$ cat src/logic/tis_pkg.sv
// Package for the timer flag, interrupt sequencing and sleep control block.
// Assumes one 8-bit register port and a core that reports instruction boundaries.
package tis_pkg;
    localparam int TIS_AW = 8;
    localparam int TIS_DW = 8;
    localparam int TIS_SRC = 6;
    localparam int TIS_STW = 16;

    localparam logic [7:0] TIS_OFS_FLAGS = 8'h00;
    localparam logic [7:0] TIS_OFS_MASK = 8'h01;
    localparam logic [7:0] TIS_OFS_CORE = 8'h02;
    localparam logic [7:0] TIS_OFS_CPUF = 8'h03;
    localparam logic [7:0] TIS_OFS_ASYNC = 8'h04;
    localparam logic [7:0] TIS_OFS_STATE = 8'h05;

    localparam int TIS_BIT_CAP = 5;
    localparam int TIS_BIT_CMPA = 4;
    localparam int TIS_BIT_CMPB = 3;
    localparam int TIS_BIT_WOVF = 2;
    localparam int TIS_BIT_T0CMP = 1;
    localparam int TIS_BIT_T0OVF = 0;
    localparam int TIS_BIT_SE = 5;
    localparam int TIS_BIT_SM_HI = 4;
    localparam int TIS_BIT_SM_LO = 3;
    localparam int TIS_BIT_GIE = 7;
    localparam int TIS_BIT_AS0 = 3;

    localparam logic [7:0] TIS_RST_FLAGS = 8'h00;
    localparam logic [7:0] TIS_RST_MASK = 8'h00;
    localparam logic [7:0] TIS_RST_CORE = 8'h00;
    localparam logic [7:0] TIS_RST_CPUF = 8'h00;
    localparam logic [7:0] TIS_RST_ASYNC = 8'h00;

    localparam logic [3:0] TIS_ENTRY_CYC = 4'h4;
    localparam logic [3:0] TIS_JUMP_CYC = 4'h3;
    localparam logic [3:0] TIS_RET_CYC = 4'h4;
    localparam logic [1:0] TIS_HIDE_EXT = 2'h2;
    localparam logic [1:0] TIS_HIDE_TMR = 2'h3;

    typedef enum logic [1:0] {
        TIS_SM_IDLE = 2'b00,
        TIS_SM_RSVD = 2'b01,
        TIS_SM_DOWN = 2'b10,
        TIS_SM_SAVE = 2'b11
    } tis_mode_t;

    typedef enum logic [2:0] {
        TIS_ST_RUN = 3'b000,
        TIS_ST_ENTRY = 3'b001,
        TIS_ST_JUMP = 3'b010,
        TIS_ST_RETURN = 3'b011,
        TIS_ST_SLEEP = 3'b100,
        TIS_ST_WAKE = 3'b101
    } tis_state_t;

    typedef struct packed {
        logic capture;
        logic cmp_a;
        logic cmp_b;
        logic wide_ovf;
        logic wide_pwm;
        logic wide_leave_zero;
        logic t0_cmp;
        logic t0_ovf;
        logic t0_pwm;
        logic t0_leave_zero;
    } tis_events_t;
endpackage

$ cat src/logic/tis_level_filter.sv
// Level wake filter clocked by watchdog oscillator ticks.
// Assumes the tick and level inputs are synchronous to the system clock.
`timescale 1ns/1ns
`default_nettype none
module tis_level_filter import tis_pkg::*; (
    input wire logic i_clk_sys,
    input wire logic i_rst_n,
    input wire logic i_enable,
    input wire logic i_wdt_tick,
    input wire logic i_level_low,
    output logic o_level_ok
);
    logic [1:0] seen_reg;

    // Counts successive low samples and drops at once when the level goes away.
    always_ff @(posedge i_clk_sys or negedge i_rst_n) begin
        if (!i_rst_n) begin
            seen_reg <= 2'h0;
        end else if (!i_enable || !i_level_low) begin
            seen_reg <= 2'h0;
        end else if (i_wdt_tick && seen_reg != 2'h2) begin
            seen_reg <= seen_reg + 2'h1;
        end
    end

    assign o_level_ok = (seen_reg == 2'h2);
endmodule
`default_nettype wire

$ cat src/logic/tis_top.sv
// Timer event flags, interrupt entry and return timing, and sleep control.
// Assumes a core that pulses instruction boundary, sleep and return events.
// How it works
// - Capture event sets flag bit five.
// - Vector execution or written one clears flag.
// - Take only when global, source enable, flag.
// - Compare A match sets flag bit four.
// - Compare B match sets flag bit three.
// - Wide overflow bit two; pulse mode leaves zero.
// - Timer zero compare sets flag bit one.
// - Timer zero overflow bit zero; pulse variant.
// - Entry four cycles, two pushes, then vector.
// - Vector jump takes three cycles.
// - Finish multi-cycle instruction before entry.
// - Return four cycles, two pops.
// - One main instruction after return first.
// - Sleep needs enable bit; field picks mode.
// - Enabled interrupt wakes; state kept, resume.
// - Reset during sleep wakes to reset vector.
// - Idle halts processor only, wakes immediately.
// - Power down stops oscillator; limited wakers.
// - Level wake needs two watchdog samples.
// - Power down wake waits start-up period.
// - Vanished wake condition runs no interrupt.
// - Power save adds async timer zero wake.
// - Flags hidden two or three instructions.
//
// Chosen here: the address map and strobed register access.
`timescale 1ns/1ns
`default_nettype none
module tis_top import tis_pkg::*; #(
    parameter logic [TIS_STW-1:0] P_STARTUP_0 = 16'h0010,
    parameter logic [TIS_STW-1:0] P_STARTUP_1 = 16'h0100,
    parameter logic [TIS_STW-1:0] P_STARTUP_2 = 16'h1000,
    parameter logic [TIS_STW-1:0] P_STARTUP_3 = 16'h4000
) (
    input wire logic i_clk_sys,
    input wire logic i_rst_n,
    input wire logic [TIS_AW-1:0] i_addr,
    input wire logic [TIS_DW-1:0] i_wdata,
    input wire logic i_wr,
    input wire logic i_rd,
    output logic [TIS_DW-1:0] o_rdata,
    input wire tis_events_t i_events,
    input wire logic i_instr_boundary,
    input wire logic i_sleep_instr,
    input wire logic i_reti,
    input wire logic i_ext_irq,
    input wire logic i_ext_level_low,
    input wire logic i_wdt_tick,
    input wire logic [1:0] i_startup_time_fuses,
    output logic o_cpu_hold,
    output logic o_push_pc,
    output logic o_pop_pc,
    output logic o_vector_exec,
    output logic [2:0] o_vector_id,
    output logic o_handler_start,
    output logic o_osc_stop,
    output logic o_ext_wake
);
    tis_state_t state_reg;
    logic [3:0] cnt_reg;
    logic [TIS_STW-1:0] wait_reg;
    logic [TIS_SRC-1:0] timer_event_flag_reg;
    logic [TIS_SRC-1:0] timer_irq_mask_reg;
    logic [7:0] core_control_reg;
    logic cpu_gie_reg;
    logic t0_async_select;
    logic [TIS_DW-1:0] rdata_reg;
    logic [2:0] vec_reg;
    logic one_instr_reg;
    logic [1:0] hide_reg;
    tis_mode_t mode_reg;
    logic level_src_reg;
    logic hold_reg, push_reg, pop_reg, vexec_reg, hstart_reg, osc_reg, extw_reg;
    logic [TIS_SRC-1:0] ev;
    logic [TIS_SRC-1:0] ev_ok;
    logic [TIS_SRC-1:0] pending;
    logic [TIS_SRC-1:0] w1c;
    logic [TIS_SRC-1:0] vclr;
    logic level_ok;
    logic t0_wake;
    logic take;
    logic sleep_go;
    logic ps_asleep;
    logic [TIS_STW-1:0] startup_cnt;

    function automatic logic [2:0] tis_pick(input logic [TIS_SRC-1:0] p);
        logic [2:0] r;
        r = 3'h0;
        for (int k = 0; k < TIS_SRC; k++) begin
            if (p[k]) begin
                r = 3'(k);
            end
        end
        return r;
    endfunction

    tis_level_filter u_level (
        .i_clk_sys(i_clk_sys),
        .i_rst_n(i_rst_n),
        .i_enable(state_reg == TIS_ST_SLEEP || state_reg == TIS_ST_WAKE),
        .i_wdt_tick(i_wdt_tick),
        .i_level_low(i_ext_level_low),
        .o_level_ok(level_ok)
    );

    assign ev[TIS_BIT_CAP] = i_events.capture;
    assign ev[TIS_BIT_CMPA] = i_events.cmp_a;
    assign ev[TIS_BIT_CMPB] = i_events.cmp_b;
    assign ev[TIS_BIT_WOVF] = i_events.wide_pwm ? i_events.wide_leave_zero
                                                : i_events.wide_ovf;
    assign ev[TIS_BIT_T0CMP] = i_events.t0_cmp;
    assign ev[TIS_BIT_T0OVF] = i_events.t0_pwm ? i_events.t0_leave_zero
                                               : i_events.t0_ovf;

    // With the oscillator stopped only an asynchronous timer zero still counts.
    assign ps_asleep = (state_reg == TIS_ST_SLEEP || state_reg == TIS_ST_WAKE)
                       && mode_reg != TIS_SM_IDLE && mode_reg != TIS_SM_RSVD;
    assign ev_ok = ps_asleep ? (ev & {4'h0, {2{mode_reg == TIS_SM_SAVE && t0_async_select}}})
                             : ev;

    assign w1c = (i_wr && i_addr == TIS_OFS_FLAGS) ? i_wdata[TIS_SRC-1:0] : '0;
    assign vclr = (state_reg == TIS_ST_ENTRY && cnt_reg == TIS_ENTRY_CYC - 4'h1)
                  ? (TIS_SRC'(1) << vec_reg) : '0;
    assign pending = timer_event_flag_reg & timer_irq_mask_reg;
    assign take = i_instr_boundary && cpu_gie_reg && (|pending) && hide_reg == 2'h0
                  && !one_instr_reg;
    assign sleep_go = i_sleep_instr && core_control_reg[TIS_BIT_SE];
    assign t0_wake = mode_reg == TIS_SM_SAVE && t0_async_select
                     && (|(pending & 6'h03));
    assign startup_cnt = (i_startup_time_fuses == 2'h0) ? P_STARTUP_0 :
                         (i_startup_time_fuses == 2'h1) ? P_STARTUP_1 :
                         (i_startup_time_fuses == 2'h2) ? P_STARTUP_2 : P_STARTUP_3;

    // Set wins over both clears; a written zero keeps the flag.
    always_ff @(posedge i_clk_sys or negedge i_rst_n) begin
        if (!i_rst_n) begin
            timer_event_flag_reg <= TIS_RST_FLAGS[TIS_SRC-1:0];
        end else begin
            timer_event_flag_reg <= (timer_event_flag_reg & ~w1c & ~vclr) | ev_ok;
        end
    end

    always_ff @(posedge i_clk_sys or negedge i_rst_n) begin
        if (!i_rst_n) begin
            timer_irq_mask_reg <= TIS_RST_MASK[TIS_SRC-1:0];
            core_control_reg <= TIS_RST_CORE;
            t0_async_select <= TIS_RST_ASYNC[TIS_BIT_AS0];
        end else if (i_wr) begin
            if (i_addr == TIS_OFS_MASK) begin
                timer_irq_mask_reg <= i_wdata[TIS_SRC-1:0];
            end else if (i_addr == TIS_OFS_CORE) begin
                core_control_reg <= i_wdata & 8'h38;
            end else if (i_addr == TIS_OFS_ASYNC) begin
                t0_async_select <= i_wdata[TIS_BIT_AS0];
            end
        end
    end

    // Entry masks further interrupts; return unmasks them again.
    always_ff @(posedge i_clk_sys or negedge i_rst_n) begin
        if (!i_rst_n) begin
            cpu_gie_reg <= TIS_RST_CPUF[TIS_BIT_GIE];
        end else if (vclr != '0) begin
            cpu_gie_reg <= 1'b0;
        end else if (state_reg == TIS_ST_RETURN && cnt_reg == TIS_RET_CYC - 4'h1) begin
            cpu_gie_reg <= 1'b1;
        end else if (i_wr && i_addr == TIS_OFS_CPUF) begin
            cpu_gie_reg <= i_wdata[TIS_BIT_GIE];
        end
    end

    always_ff @(posedge i_clk_sys or negedge i_rst_n) begin
        if (!i_rst_n) begin
            rdata_reg <= 8'h00;
        end else if (!i_rd) begin
            rdata_reg <= 8'h00;
        end else if (i_addr == TIS_OFS_FLAGS) begin
            rdata_reg <= (hide_reg != 2'h0) ? 8'h00 : {2'h0, timer_event_flag_reg};
        end else if (i_addr == TIS_OFS_MASK) begin
            rdata_reg <= {2'h0, timer_irq_mask_reg};
        end else if (i_addr == TIS_OFS_CORE) begin
            rdata_reg <= core_control_reg;
        end else if (i_addr == TIS_OFS_CPUF) begin
            rdata_reg <= {cpu_gie_reg, 7'h00};
        end else if (i_addr == TIS_OFS_ASYNC) begin
            rdata_reg <= {4'h0, t0_async_select, 3'h0};
        end else if (i_addr == TIS_OFS_STATE) begin
            rdata_reg <= {3'h0, hide_reg, state_reg};
        end else begin
            rdata_reg <= 8'h00;
        end
    end

    // The first main-program instruction after a return clears the hold-off.
    always_ff @(posedge i_clk_sys or negedge i_rst_n) begin
        if (!i_rst_n) begin
            one_instr_reg <= 1'b0;
        end else if (state_reg == TIS_ST_RETURN && cnt_reg == TIS_RET_CYC - 4'h1) begin
            one_instr_reg <= 1'b1;
        end else if (state_reg == TIS_ST_RUN && i_instr_boundary) begin
            one_instr_reg <= 1'b0;
        end
    end

    always_ff @(posedge i_clk_sys or negedge i_rst_n) begin
        if (!i_rst_n) begin
            hide_reg <= 2'h0;
        end else if (state_reg == TIS_ST_WAKE && wait_reg == '0 && mode_reg == TIS_SM_SAVE) begin
            hide_reg <= level_src_reg ? TIS_HIDE_EXT : TIS_HIDE_TMR;
        end else if (state_reg == TIS_ST_RUN && i_instr_boundary && hide_reg != 2'h0) begin
            hide_reg <= hide_reg - 2'h1;
        end
    end

    // Sequencer for entry, jump, return, sleep and wake; reset returns to run.
    always_ff @(posedge i_clk_sys or negedge i_rst_n) begin
        if (!i_rst_n) begin
            state_reg <= TIS_ST_RUN;
            cnt_reg <= 4'h0;
            wait_reg <= '0;
            vec_reg <= 3'h0;
            mode_reg <= TIS_SM_IDLE;
            level_src_reg <= 1'b0;
        end else begin
            case (state_reg)
                TIS_ST_RUN: begin
                    cnt_reg <= 4'h0;
                    if (take) begin
                        state_reg <= TIS_ST_ENTRY;
                        vec_reg <= tis_pick(pending);
                    end else if (i_reti) begin
                        state_reg <= TIS_ST_RETURN;
                    end else if (sleep_go) begin
                        state_reg <= TIS_ST_SLEEP;
                        mode_reg <= tis_mode_t'(core_control_reg[TIS_BIT_SM_HI:TIS_BIT_SM_LO]);
                    end
                end
                TIS_ST_ENTRY: begin
                    cnt_reg <= cnt_reg + 4'h1;
                    if (cnt_reg == TIS_ENTRY_CYC - 4'h1) begin
                        state_reg <= TIS_ST_JUMP;
                        cnt_reg <= 4'h0;
                    end
                end
                TIS_ST_JUMP: begin
                    cnt_reg <= cnt_reg + 4'h1;
                    if (cnt_reg == TIS_JUMP_CYC - 4'h1) begin
                        state_reg <= TIS_ST_RUN;
                    end
                end
                TIS_ST_RETURN: begin
                    cnt_reg <= cnt_reg + 4'h1;
                    if (cnt_reg == TIS_RET_CYC - 4'h1) begin
                        state_reg <= TIS_ST_RUN;
                    end
                end
                TIS_ST_SLEEP: begin
                    if (mode_reg == TIS_SM_IDLE || mode_reg == TIS_SM_RSVD) begin
                        if ((|pending) || i_ext_irq) begin
                            state_reg <= TIS_ST_RUN;
                        end
                    end else if (level_ok || t0_wake) begin
                        state_reg <= TIS_ST_WAKE;
                        wait_reg <= startup_cnt;
                        level_src_reg <= level_ok;
                    end
                end
                TIS_ST_WAKE: begin
                    if (level_src_reg && !level_ok && !t0_wake) begin
                        state_reg <= TIS_ST_SLEEP;
                    end else if (wait_reg == '0) begin
                        state_reg <= TIS_ST_RUN;
                    end else begin
                        wait_reg <= wait_reg - TIS_STW'(1);
                    end
                end
                default: begin
                    state_reg <= TIS_ST_RUN;
                end
            endcase
        end
    end

    // Registered strobes toward the core.
    always_ff @(posedge i_clk_sys or negedge i_rst_n) begin
        if (!i_rst_n) begin
            hold_reg <= 1'b0;
            push_reg <= 1'b0;
            pop_reg <= 1'b0;
            vexec_reg <= 1'b0;
            hstart_reg <= 1'b0;
            osc_reg <= 1'b0;
            extw_reg <= 1'b0;
        end else begin
            hold_reg <= state_reg != TIS_ST_RUN;
            push_reg <= state_reg == TIS_ST_ENTRY && cnt_reg < 4'h2;
            pop_reg <= state_reg == TIS_ST_RETURN && cnt_reg < 4'h2;
            vexec_reg <= vclr != '0;
            hstart_reg <= state_reg == TIS_ST_JUMP && cnt_reg == TIS_JUMP_CYC - 4'h1;
            osc_reg <= state_reg == TIS_ST_SLEEP && mode_reg[1];
            extw_reg <= state_reg == TIS_ST_WAKE && wait_reg == '0 && level_src_reg
                        && level_ok;
        end
    end

    assign o_rdata = rdata_reg;
    assign o_cpu_hold = hold_reg;
    assign o_push_pc = push_reg;
    assign o_pop_pc = pop_reg;
    assign o_vector_exec = vexec_reg;
    assign o_vector_id = vec_reg;
    assign o_handler_start = hstart_reg;
    assign o_osc_stop = osc_reg;
    assign o_ext_wake = extw_reg;
endmodule
`default_nettype wire

$ cat config.mk
export PLATFORM = sky130hd
export DESIGN_NAME = tis_top
export DESIGN_NICKNAME = d
export VERILOG_FILES = /design/src/logic/tis_pkg.sv /design/src/logic/tis_level_filter.sv /design/src/logic/tis_top.sv
export SDC_FILE = /design/constraint.sdc
export NUM_CORES = 1
export LEC_CHECK = 0
export ABC_AREA = 1
export BUFFER_PORTS_ARGS = -buffer_cell sky130_fd_sc_hd__buf_2
export CAP_MARGIN = 20
export CORE_ASPECT_RATIO = 0.9
export CORE_MARGIN = 3
export CORE_UTILIZATION = 54
export CTS_CLUSTER_DIAMETER = 40
export DETAILED_ROUTE_END_ITERATION = 8
export HOLD_SLACK_MARGIN = 0.08
export PLACE_DENSITY = 0.76
export SLEW_MARGIN = 20
export SYNTH_ARGS = -nofsm -noshare
export SYNTH_HDL_FRONTEND = slang
export SYNTH_SLANG_ARGS = --single-unit
$ cat constraint.sdc
create_clock -name i_clk_sys -period 3.8 [get_ports i_clk_sys]
set_input_delay 0.57 -clock i_clk_sys [delete_from_list [all_inputs] [get_ports i_clk_sys]]
set_output_delay 0.57 -clock i_clk_sys [all_outputs]
set_load 0.02 [all_outputs]
==> impl_results.md, run 1 <==
* Status: finished, final reports clean
* Nets@finish at 619
* Max reg flops at 16
* CTS sink cnt at 65
* Worst-Margin Slew at 0.797 ns
* FMAX at 480 MHz
* Die height at 85.5 µm
* Gpl congestion at 0.889
* Most common cell in the netlist: nand2_1
* Clock skew at 0.0103 ns
* GR Overflow Total at 0
* CP startpoint: state_reg[0]
* Synth async-reset ratio at 1.00
* Share of layout cells above drive strength 1 at 0.190
* HPWL Detailed at 6.98 mm
* Post-cts sizing count at 0
* Reg clk slew, reported paths at 0.08 ns
* TritonCTS Buffers at 9
* Worst Path Arrival at 2.32 ns
* Startpoint types: flip-flop
* Number of flops mapped to enable cells by yosys at 0
* Initial Utilization at 0.567
* RSZ-0062 raised after global routing: no
* Mean post-synth cell area at 7.34 µm²
* Pwr dens at 663 nW/µm²
* Mapped Cells at 517
* First-pass GRT wire length at 15.2 mm
* CTS H-tree lvls at 3
* Library cells used by synthesis at 42
* Worst vdd ir at 0.000456 V
* Core area at 6690 µm²
* Antenna viol nets, final at 0
* Synth cell count leaders: nand2_1, dfrtp_1, inv_1
* Hold Violations, Final at 0
* Maximum clock path buffer count at 2
* Area Growth Syn to Fin at 14.6%
* Via density at 5.30
* Top FF cell, synth: dfrtp_1
* Area leader, netlist: dfrtp_1
* Diodes inserted at 0
* Rel. slew slack at 0.469
* Residual DRC count at 0
* Crit path capture: wait_reg[0]
* PortBufs at 53
* Synth Cell Area at 3790 µm²
* Critical path required time at 4.04 ns
* Fin Setup TNS at 0 ns
* Die ar. at 8070 µm²
* Setup violations, final at 0
* Vias at 3553
* Syn. warnings at 0
* Critical path class: reg2reg
* Wirelength, routed at 9.11 mm
* Post-CTS setup buffers at 0
* Tightest Hold Check Type: in2async
* Reg-to-reg setup timing slack at 1.72 ns
* 1st-iter DRT viols at 245
* Routed wire length per instance at 13.6 µm
* GRT Util Overall at 0.243
* Post-synthesis register bit count at 65
* Min Hold Slack at 0.297 ns
* CTS tree: done
* Crit Reg-Reg Endpoint: wait_reg[0]
* Root buffer cell: clkbuf_8
* Worst reg2reg path depth at 7
* Die W at 94.4 µm
* Static leakage power at 2.35 nW
* Hold_buf cts at 0
* Critical path endpoint category: flip-flop
* Top cell type's share of synthesized area at 0.429
* # rows at 28
* Top cells by area, synth: dfrtp_1, nand2_1, nand3_1
* Vias in the first global route at 3344
* Pin count of the biggest net entering global routing at 38
* Register area share after synthesis at 0.429
* Initial antenna violation count at 0
* Slew Limit Fails at 0
* Min Tclk post-route at 2.08 ns
* Syn_nets at 561
* Critical path peak fanout at 22
* Max-Cap Viols at 0
* Clk_lat worst skew at 0.35 ns
* Drt pass-1 iters at 5
* # IOs at 56
* R2R Path Start: state_reg[0]
* Final Cycle Share at 0.548
==> report_power, final <==
part	total (W)	switching (W)	internal [W]
registers	0.000984	0.000150	0.000834
clock network	0.000653	0.000267	0.000386
logic	0.00124	0.000813	0.000431
==> routing by layer <==
metal | GRT usage | vias up | routed length [µm]
met3 | 0.0667 | 20 | 579
met5 | 0 | - | 0
met2 | 0.415 | 118 | 4580
li1 | - | 1773 | -
met4 | 0.0801 | 0 | 175
met1 | 0.297 | 1642 | 3770
==> worst min path at each step <==
stage / from / to / depth (start not counted)
6_report: i_rst_n / timer_event_flag_reg[3] / 1
5_1_grt: i_rst_n / timer_event_flag_reg[3] / 1
4_1_cts: i_rst_n / timer_event_flag_reg[3] / 1
3_5_place_dp: level_src_reg / hide_reg[0] / 1
3_3_place_gp: mode_reg[0] / mode_reg[0] / 2
2_1_floorplan: i_rst_n / cnt_reg[0] / 0
==> logic make-up (layout without fill, tap and decap cells) <==
logic type               count (synthesis)  in the layout  share of synthesized area
AND/OR/NAND/NOR                        304            304                      0.358
flip-flops                              65             65                      0.429
XOR/XNOR                                 6              6                     0.0139
AO/OA/AOI/OAI                           63             63                     0.0993
other                                    1              1                   0.000988
adder cells (fa/ha/maj)                  6              6                     0.0198
buffers and inverters                   72            135                     0.0792
==> cell usage in the layout, fill, tap and decap left out, types with 8 or more instances in the layout <==
cell,count
clkbuf_8,10
inv_1,56
dfrtp_1,65
buf_2,53
nor3_1,8
a21oi_1,12
nand2_1,152
o21ai_1,11
nand3_1,52
o21ai_2,8
nor2_2,10
nor2_1,55
o21ai_0,18
==> cell type report <==
| cell class | instances | area, µm² |
|---|---|---|
| Fill cell | 597 | 2340 |
| Multi-Input combinational cell | 380 | 1870 |
| Sequential cell | 65 | 1630 |
| Timing Repair Buffer | 54 | 273 |
| Inverter | 65 | 248 |
| Clock buffer | 11 | 141 |
| Tap cell | 90 | 113 |
| Clock inverter | 5 | 78.8 |
==> through the flow <==
stage	util	cells	setup WS [ns]	total power [W]	instance area, µm²
6_report	0.650	670	1.72	0.00288	4350
5_1_grt	0.650	670	1.51	0.00313	4350
4_1_cts	0.650	670	1.72	0.00288	4350
3_5_place_dp	0.617	654	1.67	0.00222	4130
3_3_place_gp	0.617	654	1.68	0.00218	4130
2_1_floorplan	-	517	2.29	0.00192	3790
==> worst max-delay path: stages (launching register included) <==
cell and delay [ns]:
dfrtp_1 0.59, nand3_2 0.34, clkinv_2 0.29, nand3_2 0.18
nand2_4 0.29, inv_4 0.11, nand3_1 0.08, o21ai_1 0.07
No activity file was read; power rests on OpenSTA's default activity.
==> run 2: changes to the inputs <==
- ABC_AREA: 1 -> 0
- PLACE_DENSITY: 0.76 -> 0.77
- clock period: 3.8 -> 1.95 ns (I/O delays scaled with it)
==> impl_results.md, run 2 <==
* Reg power frac at 0.349
* Most common cell after layout, fill and taps aside: buf_4
* Maximum clock path buffer count at 2
* Vias in the first global route at 3485
* Residual DRC count at 0
* Setup violations, final at 6
* Routed wire length per instance at 18.3 µm
* Hold_sp: i_events[9]
* Total internal power at 0.00334 W
* Failing checks: negative setup slack
* Gpl congestion at 0.921
* Most common cell in the netlist: dfrtp_1
* Worst vdd ir at 0.000775 V
* Clk_lat worst skew at 0.35 ns
* Status: complete, but fails checks
* Tightest Hold Check Type: in2reg
* GRT Util Overall at 0.277
* Wirelength, routed at 10.7 mm
* Area Growth Syn to Fin at 38.7%
* Worst Slack Setup Final at -0.0795 ns
* Static leakage power at 2.28 nW
* Most frequent cells in the layout: buf_4, dfrtp_1, buf_2
* Final Cycle Share at 1.04
* Die height at 82.9 µm
* 1st-iter DRT viols at 265
* Initial Utilization at 0.567
* Critical path class: reg2reg
* Syn_nets at 402
* Synth async-reset ratio at 1.00
* Synth Cell Area at 3540 µm²
* Final Total Pwr at 0.00517 W
* Clock skew at 0.00612 ns
* Number of flops mapped to enable cells by yosys at 0
* FMAX at 493 MHz
* Top FF cell, synth: dfrtp_1
* Pin count of the biggest net entering global routing at 66
* Critical path endpoint category: flip-flop
* Share of layout cells above drive strength 1 at 0.443
* Worst Path Arrival at 2.27 ns
* Sw power at 0.00183 W
* CP startpoint: hide_reg[1]
* Initial antenna violation count at 0
* Root buffer cell: clkbuf_8
* Vias at 3539
* Syn. warnings at 0
* HPWL Detailed at 7.30 mm
* Core area at 6250 µm²
* Diodes inserted at 0
* Die ar. at 7570 µm²
* R2R Path Start: hide_reg[1]
* Top cell type's share of synthesized area at 0.459
* # rows at 27
* Critical path peak fanout at 3
* Via density at 6.09
* Pwr dens at 1050 nW/µm²
* Mapped Cells at 358
* Synth cell count leaders: dfrtp_1, nand2_1, nor2_1
* Pre-CTS WS at -0.125 ns
* Post-synthesis register bit count at 65
* Sw Share at 0.354
* Area leader, netlist: dfrtp_1
* Slew Limit Fails at 0
* Max reg flops at 16
* Register area share after synthesis at 0.459
* Top cells by area, synth: dfrtp_1, mux2_2, nand2_1
* # IOs at 56
* Hold Violations, Final at 0
* TritonCTS Buffers at 9
* Max-Cap Viols at 0
* Min Tclk post-route at 2.03 ns
* Antenna viol nets, final at 0
* Filler Cell Count at 369
* Fin Setup TNS at -0.275 ns
* Die W at 91.4 µm
* PortBufs at 53
* Reg clk slew, reported paths at 0.08 ns
* Mean post-synth cell area at 9.90 µm²
* Critical path required time at 2.19 ns
* Library cells used by synthesis at 63
* First-pass GRT wire length at 16.8 mm
* CTS sink cnt at 65
* Nets@finish at 533
* CTS tree: done
* Startpoint types: flip-flop
* Final Core Density at 0.786
* Part of the power in combinational logic at 0.398
* CTS H-tree lvls at 3
* Min Hold Slack at 0.163 ns
* Clock share of power at 0.253
* Drt pass-1 iters at 5
* RSZ-0062 raised after global routing: yes
* GR Overflow Total at 0
-- run 2: cell count changes after synthesis, moves of 10 or more --
cell / previous run / this run
nor2b_1: 0 / 12
nand2_1: 152 / 29
nor2_2: 10 / 0
nor2_1: 55 / 23
inv_1: 56 / 14
nand3_1: 52 / 15
mux2_2: 0 / 18
o21ai_1: 11 / 1
-- run 2: metal layers --
layer / part of all wire / track usage
met5: 0 / 0
met4: 0.030 / 0.0890
met3: 0.094 / 0.0824
met2: 0.47 / 0.431
met1: 0.41 / 0.371
-- run 2: worst paths after layout --
| kind | to | slack (ns) | cells after the start |
|---|---|---|---|
| max in group asynchronous | state_reg[1] | 1.17 | 3 |
| hold / removal | timer_event_flag_reg[5] | 0.16 | 2 |
| setup / recovery | state_reg[2] | -0.08 | 7 |
| min in group asynchronous | wait_reg[10] | 0.48 | 3 |
| hold reg to reg | one_instr_reg | 0.49 | 2 |
| setup reg to reg | state_reg[2] | -0.08 | 7 |
-- run 2: repair_timing --
action                                  4_1_cts  5_1_grt
pin swaps                                     4       12
setup buffers                                 4        5
endpoints found under the setup margin       11       28
gates cloned                                  0        1
hold buffers                                  1        0
endpoints found under the hold margin        65        0
gates resized for setup                       5       41
-- run 2: stage by stage --
step | cells | instance area, µm²
final | 581 | 4910
after global routing | 581 | 4910
after global placement | 554 | 4410
after floorplan | 358 | 3580
after CTS | 575 | 4690
after detailed placement | 554 | 4410
-- run 2: critical path, cell delays in order (launching register included) --
cell and delay [ns]:
dfrtp_1 0.39, inv_1 0.12, ha_4 0.17, nand4b_1 0.11, a31oi_2 0.23, nor3_1 0.09
a2111oi_2 0.43, mux2_2 0.38
-- run 2: cell families (layout without fill, tap and decap cells) --
logic type,count (synthesis),count (layout),share of synthesized area
AOI/OAI and AO/OA,91,91,0.182
xor gates and xnor gates,2,2,0.00494
adders and majority gates,6,6,0.0212
buffers and inverters,28,164,0.0395
DFF,65,65,0.459
muxes,23,23,0.0713
other,1,1,0.00106
and+or+nand+nor,142,142,0.221
-- run 2: power groups by stage --
stage	Clock, W	Combinational, W	Sequential (W)
final	0.00131	0.00206	0.00180
after global placement	0	0.00171	0.00179
after CTS	0.00132	0.00183	0.00178
after global routing	0.00137	0.00224	0.00183
after floorplan	0	0.000967	0.00182
after detailed placement	0	0.00177	0.00180
-- run 2: cell type report --
cell class	instances	area [µm²]	share of cell area
inverter	14	52.6	0.0107
clock buffer	10	138	0.0280
clock inverter	6	91.3	0.0186
tap	87	109	0.0221
multi-input combinational	265	1990	0.405
timing repair buffer	134	903	0.184
sequential	65	1630	0.332
==> run 3: changes to the inputs <==
- CORE_UTILIZATION: 54 -> 51
- PLACE_DENSITY: 0.77 -> 0.76
- SETUP_SLACK_MARGIN: default -> 0.15
- clock period: 1.95 -> 1.7 ns (I/O delays scaled with it)
==> impl_results.md, run 3 (synthesized netlist as in run 2, its figures left out) <==
* Root buffer cell: clkbuf_8
* Finished Cell Area at 5820 µm²
* Initial antenna violation count at 0
* CTS sink cnt at 65
* Clock skew at 0.00938 ns
* Min Tclk post-route at 2.13 ns
* # IOs at 56
* # rows at 28
* Wirelength, routed at 15.7 mm
* Critical path class: reg2reg
* Critical path endpoint category: flip-flop
* CTS H-tree lvls at 3
* 1st-iter DRT viols at 481
* TritonCTS Buffers at 9
* Routed wire length per instance at 24.9 µm
* Worst Slack Setup Final at -0.433 ns
* Diodes inserted at 0
* Worst vdd ir at 0.00112 V
* Maximum clock path buffer count at 2
* CTS tree: done
* Antenna viol nets, final at 0
* Startpoint types: flip-flop
* Pin count of the biggest net entering global routing at 35
* WHS Endpoint: timer_event_flag_reg[3]
* Share of layout cells above drive strength 1 at 0.583
* Status: complete, but fails checks
* HPWL Detailed at 8.00 mm
* PortBufs at 53
* Max reg flops at 16
* Pwr dens at 1230 nW/µm²
* GRT Util Overall at 0.325
* Worst reg2reg path depth at 5
* Residual DRC count at 0
* Area Growth Syn to Fin at 64.1%
* Met3 Routed Length at 1.64 mm
* Initial Utilization at 0.533
* GR Overflow Total at 0
* Hold path depth at 2
* Static leakage power at 2.60 nW
* FMAX at 469 MHz
* R2R Path Start: wait_reg[7]
* Fin Setup TNS at -5.97 ns
* Via density at 6.82
* Post-DP Area at 4800 µm²
* Nets@finish at 581
* RSZ-0062 raised after global routing: yes
* Vias in the first global route at 3944
* Final Core Density at 0.874
* Critical path peak fanout at 3
* First-pass GRT wire length at 19.9 mm
* Max-Cap Viols at 0
* Reg clk slew, reported paths at 0.07 ns
* Setup violations, final at 28
* Critical path required time at 1.99 ns
* Hold Violations, Final at 0
* Slew Limit Fails at 0
* Final Non-Filler Cells at 632
* Most frequent cells in the layout: buf_4, dfrtp_1, buf_2
* Reg-to-reg setup timing slack at -0.43 ns
* Highest metal used: met4
* Failing checks: negative setup slack
* Drt pass-1 iters at 7
* Gpl congestion at 0.897
* Routed wl met2 at 7.21 mm
* Die W at 93.9 µm
* Crit Reg-Reg Endpoint: wait_reg[14]
* Tightest Hold Check Type: in2reg
* Die ar. at 7990 µm²
* Core area at 6660 µm²
* Hold_sp: i_events[7]
* Die height at 85.1 µm
* Worst Path Arrival at 2.43 ns
* Vias at 4309
* Wl on met1 at 5.78 mm
* Placed insts at 579
* Most common cell after layout, fill and taps aside: buf_4
* Clk_lat worst skew at 0.36 ns
* Final Cycle Share at 1.25
[run 3: cell count changes in the layout (fill, tap and decap cells not counted), moves of 7 or more]
cell	before	now
o21ai_0	16	6
buf_6	3	18
o21ai_1	1	8
buf_4	75	104
mux2_2	18	7
mux2_4	0	11
[run 3: per-layer routing]
layer / up-vias / global-route usage
met3: 142 / 0.105
met2: 384 / 0.526
met4: 0 / 0.129
met1: 2080 / 0.402
li1: 1703 / -
met5: - / 0
[run 3: how the worst max path moves through the flow]
stage                start      endpoint  slack (ns)  cells after the start
6_report       wait_reg[7]  wait_reg[14]       -0.43                      5
5_1_grt        wait_reg[7]  wait_reg[14]       -0.47                      5
4_1_cts        wait_reg[7]  wait_reg[14]       -0.28                      5
3_5_place_dp   wait_reg[1]  wait_reg[14]       -0.33                      7
3_3_place_gp   wait_reg[1]  wait_reg[14]       -0.27                      7
2_1_floorplan   cnt_reg[1]  state_reg[2]       -0.37                      6
[run 3: per-stage QoR]
step	hold WS, ns	worst slack (ns)	power (W)
after detailed placement	0.165	-0.326	0.00443
after floorplan	-0.0406	-0.369	0.00338
after global routing	0.131	-0.475	0.00740
final	0.127	-0.433	0.00717
after CTS	0.108	-0.276	0.00625
after global placement	0.166	-0.265	0.00433
[run 3: layout make-up]
class	count	area [µm²]
inverter	14	52.6
sequential	65	1630
timing repair buffer	181	1370
fill	291	840
multi-input combinational	266	2420
clock buffer	14	163
tap	90	113
clock inverter	2	60.1
[run 3: repair_timing]
item | 4_1_cts | 5_1_grt
pin swaps | 18 | 27
buffers inserted | 16 | 19
gates resized for setup | 50 | 65
gates cloned | 1 | 0
hold buffers | 1 | 0
hold endpoints to repair | 10 | 0
setup endpoints to repair | 42 | 48
[run 3: power by group]
part | total [W] | switching [W] | internal [W]
Combinational | 0.00350 | 0.00177 | 0.00174
Clock | 0.00152 | 0.000615 | 0.000909
Sequential | 0.00214 | 0.000324 | 0.00181
Total | 0.00717 | 0.00271 | 0.00446
[run 3: critical path: stages, from the launching register on]
cell	delay, ns
dfrtp_1	0.39
or4_4	0.55
or4_4	0.57
o31ai_2	0.26
a31oi_1	0.15
a21oi_2	0.13
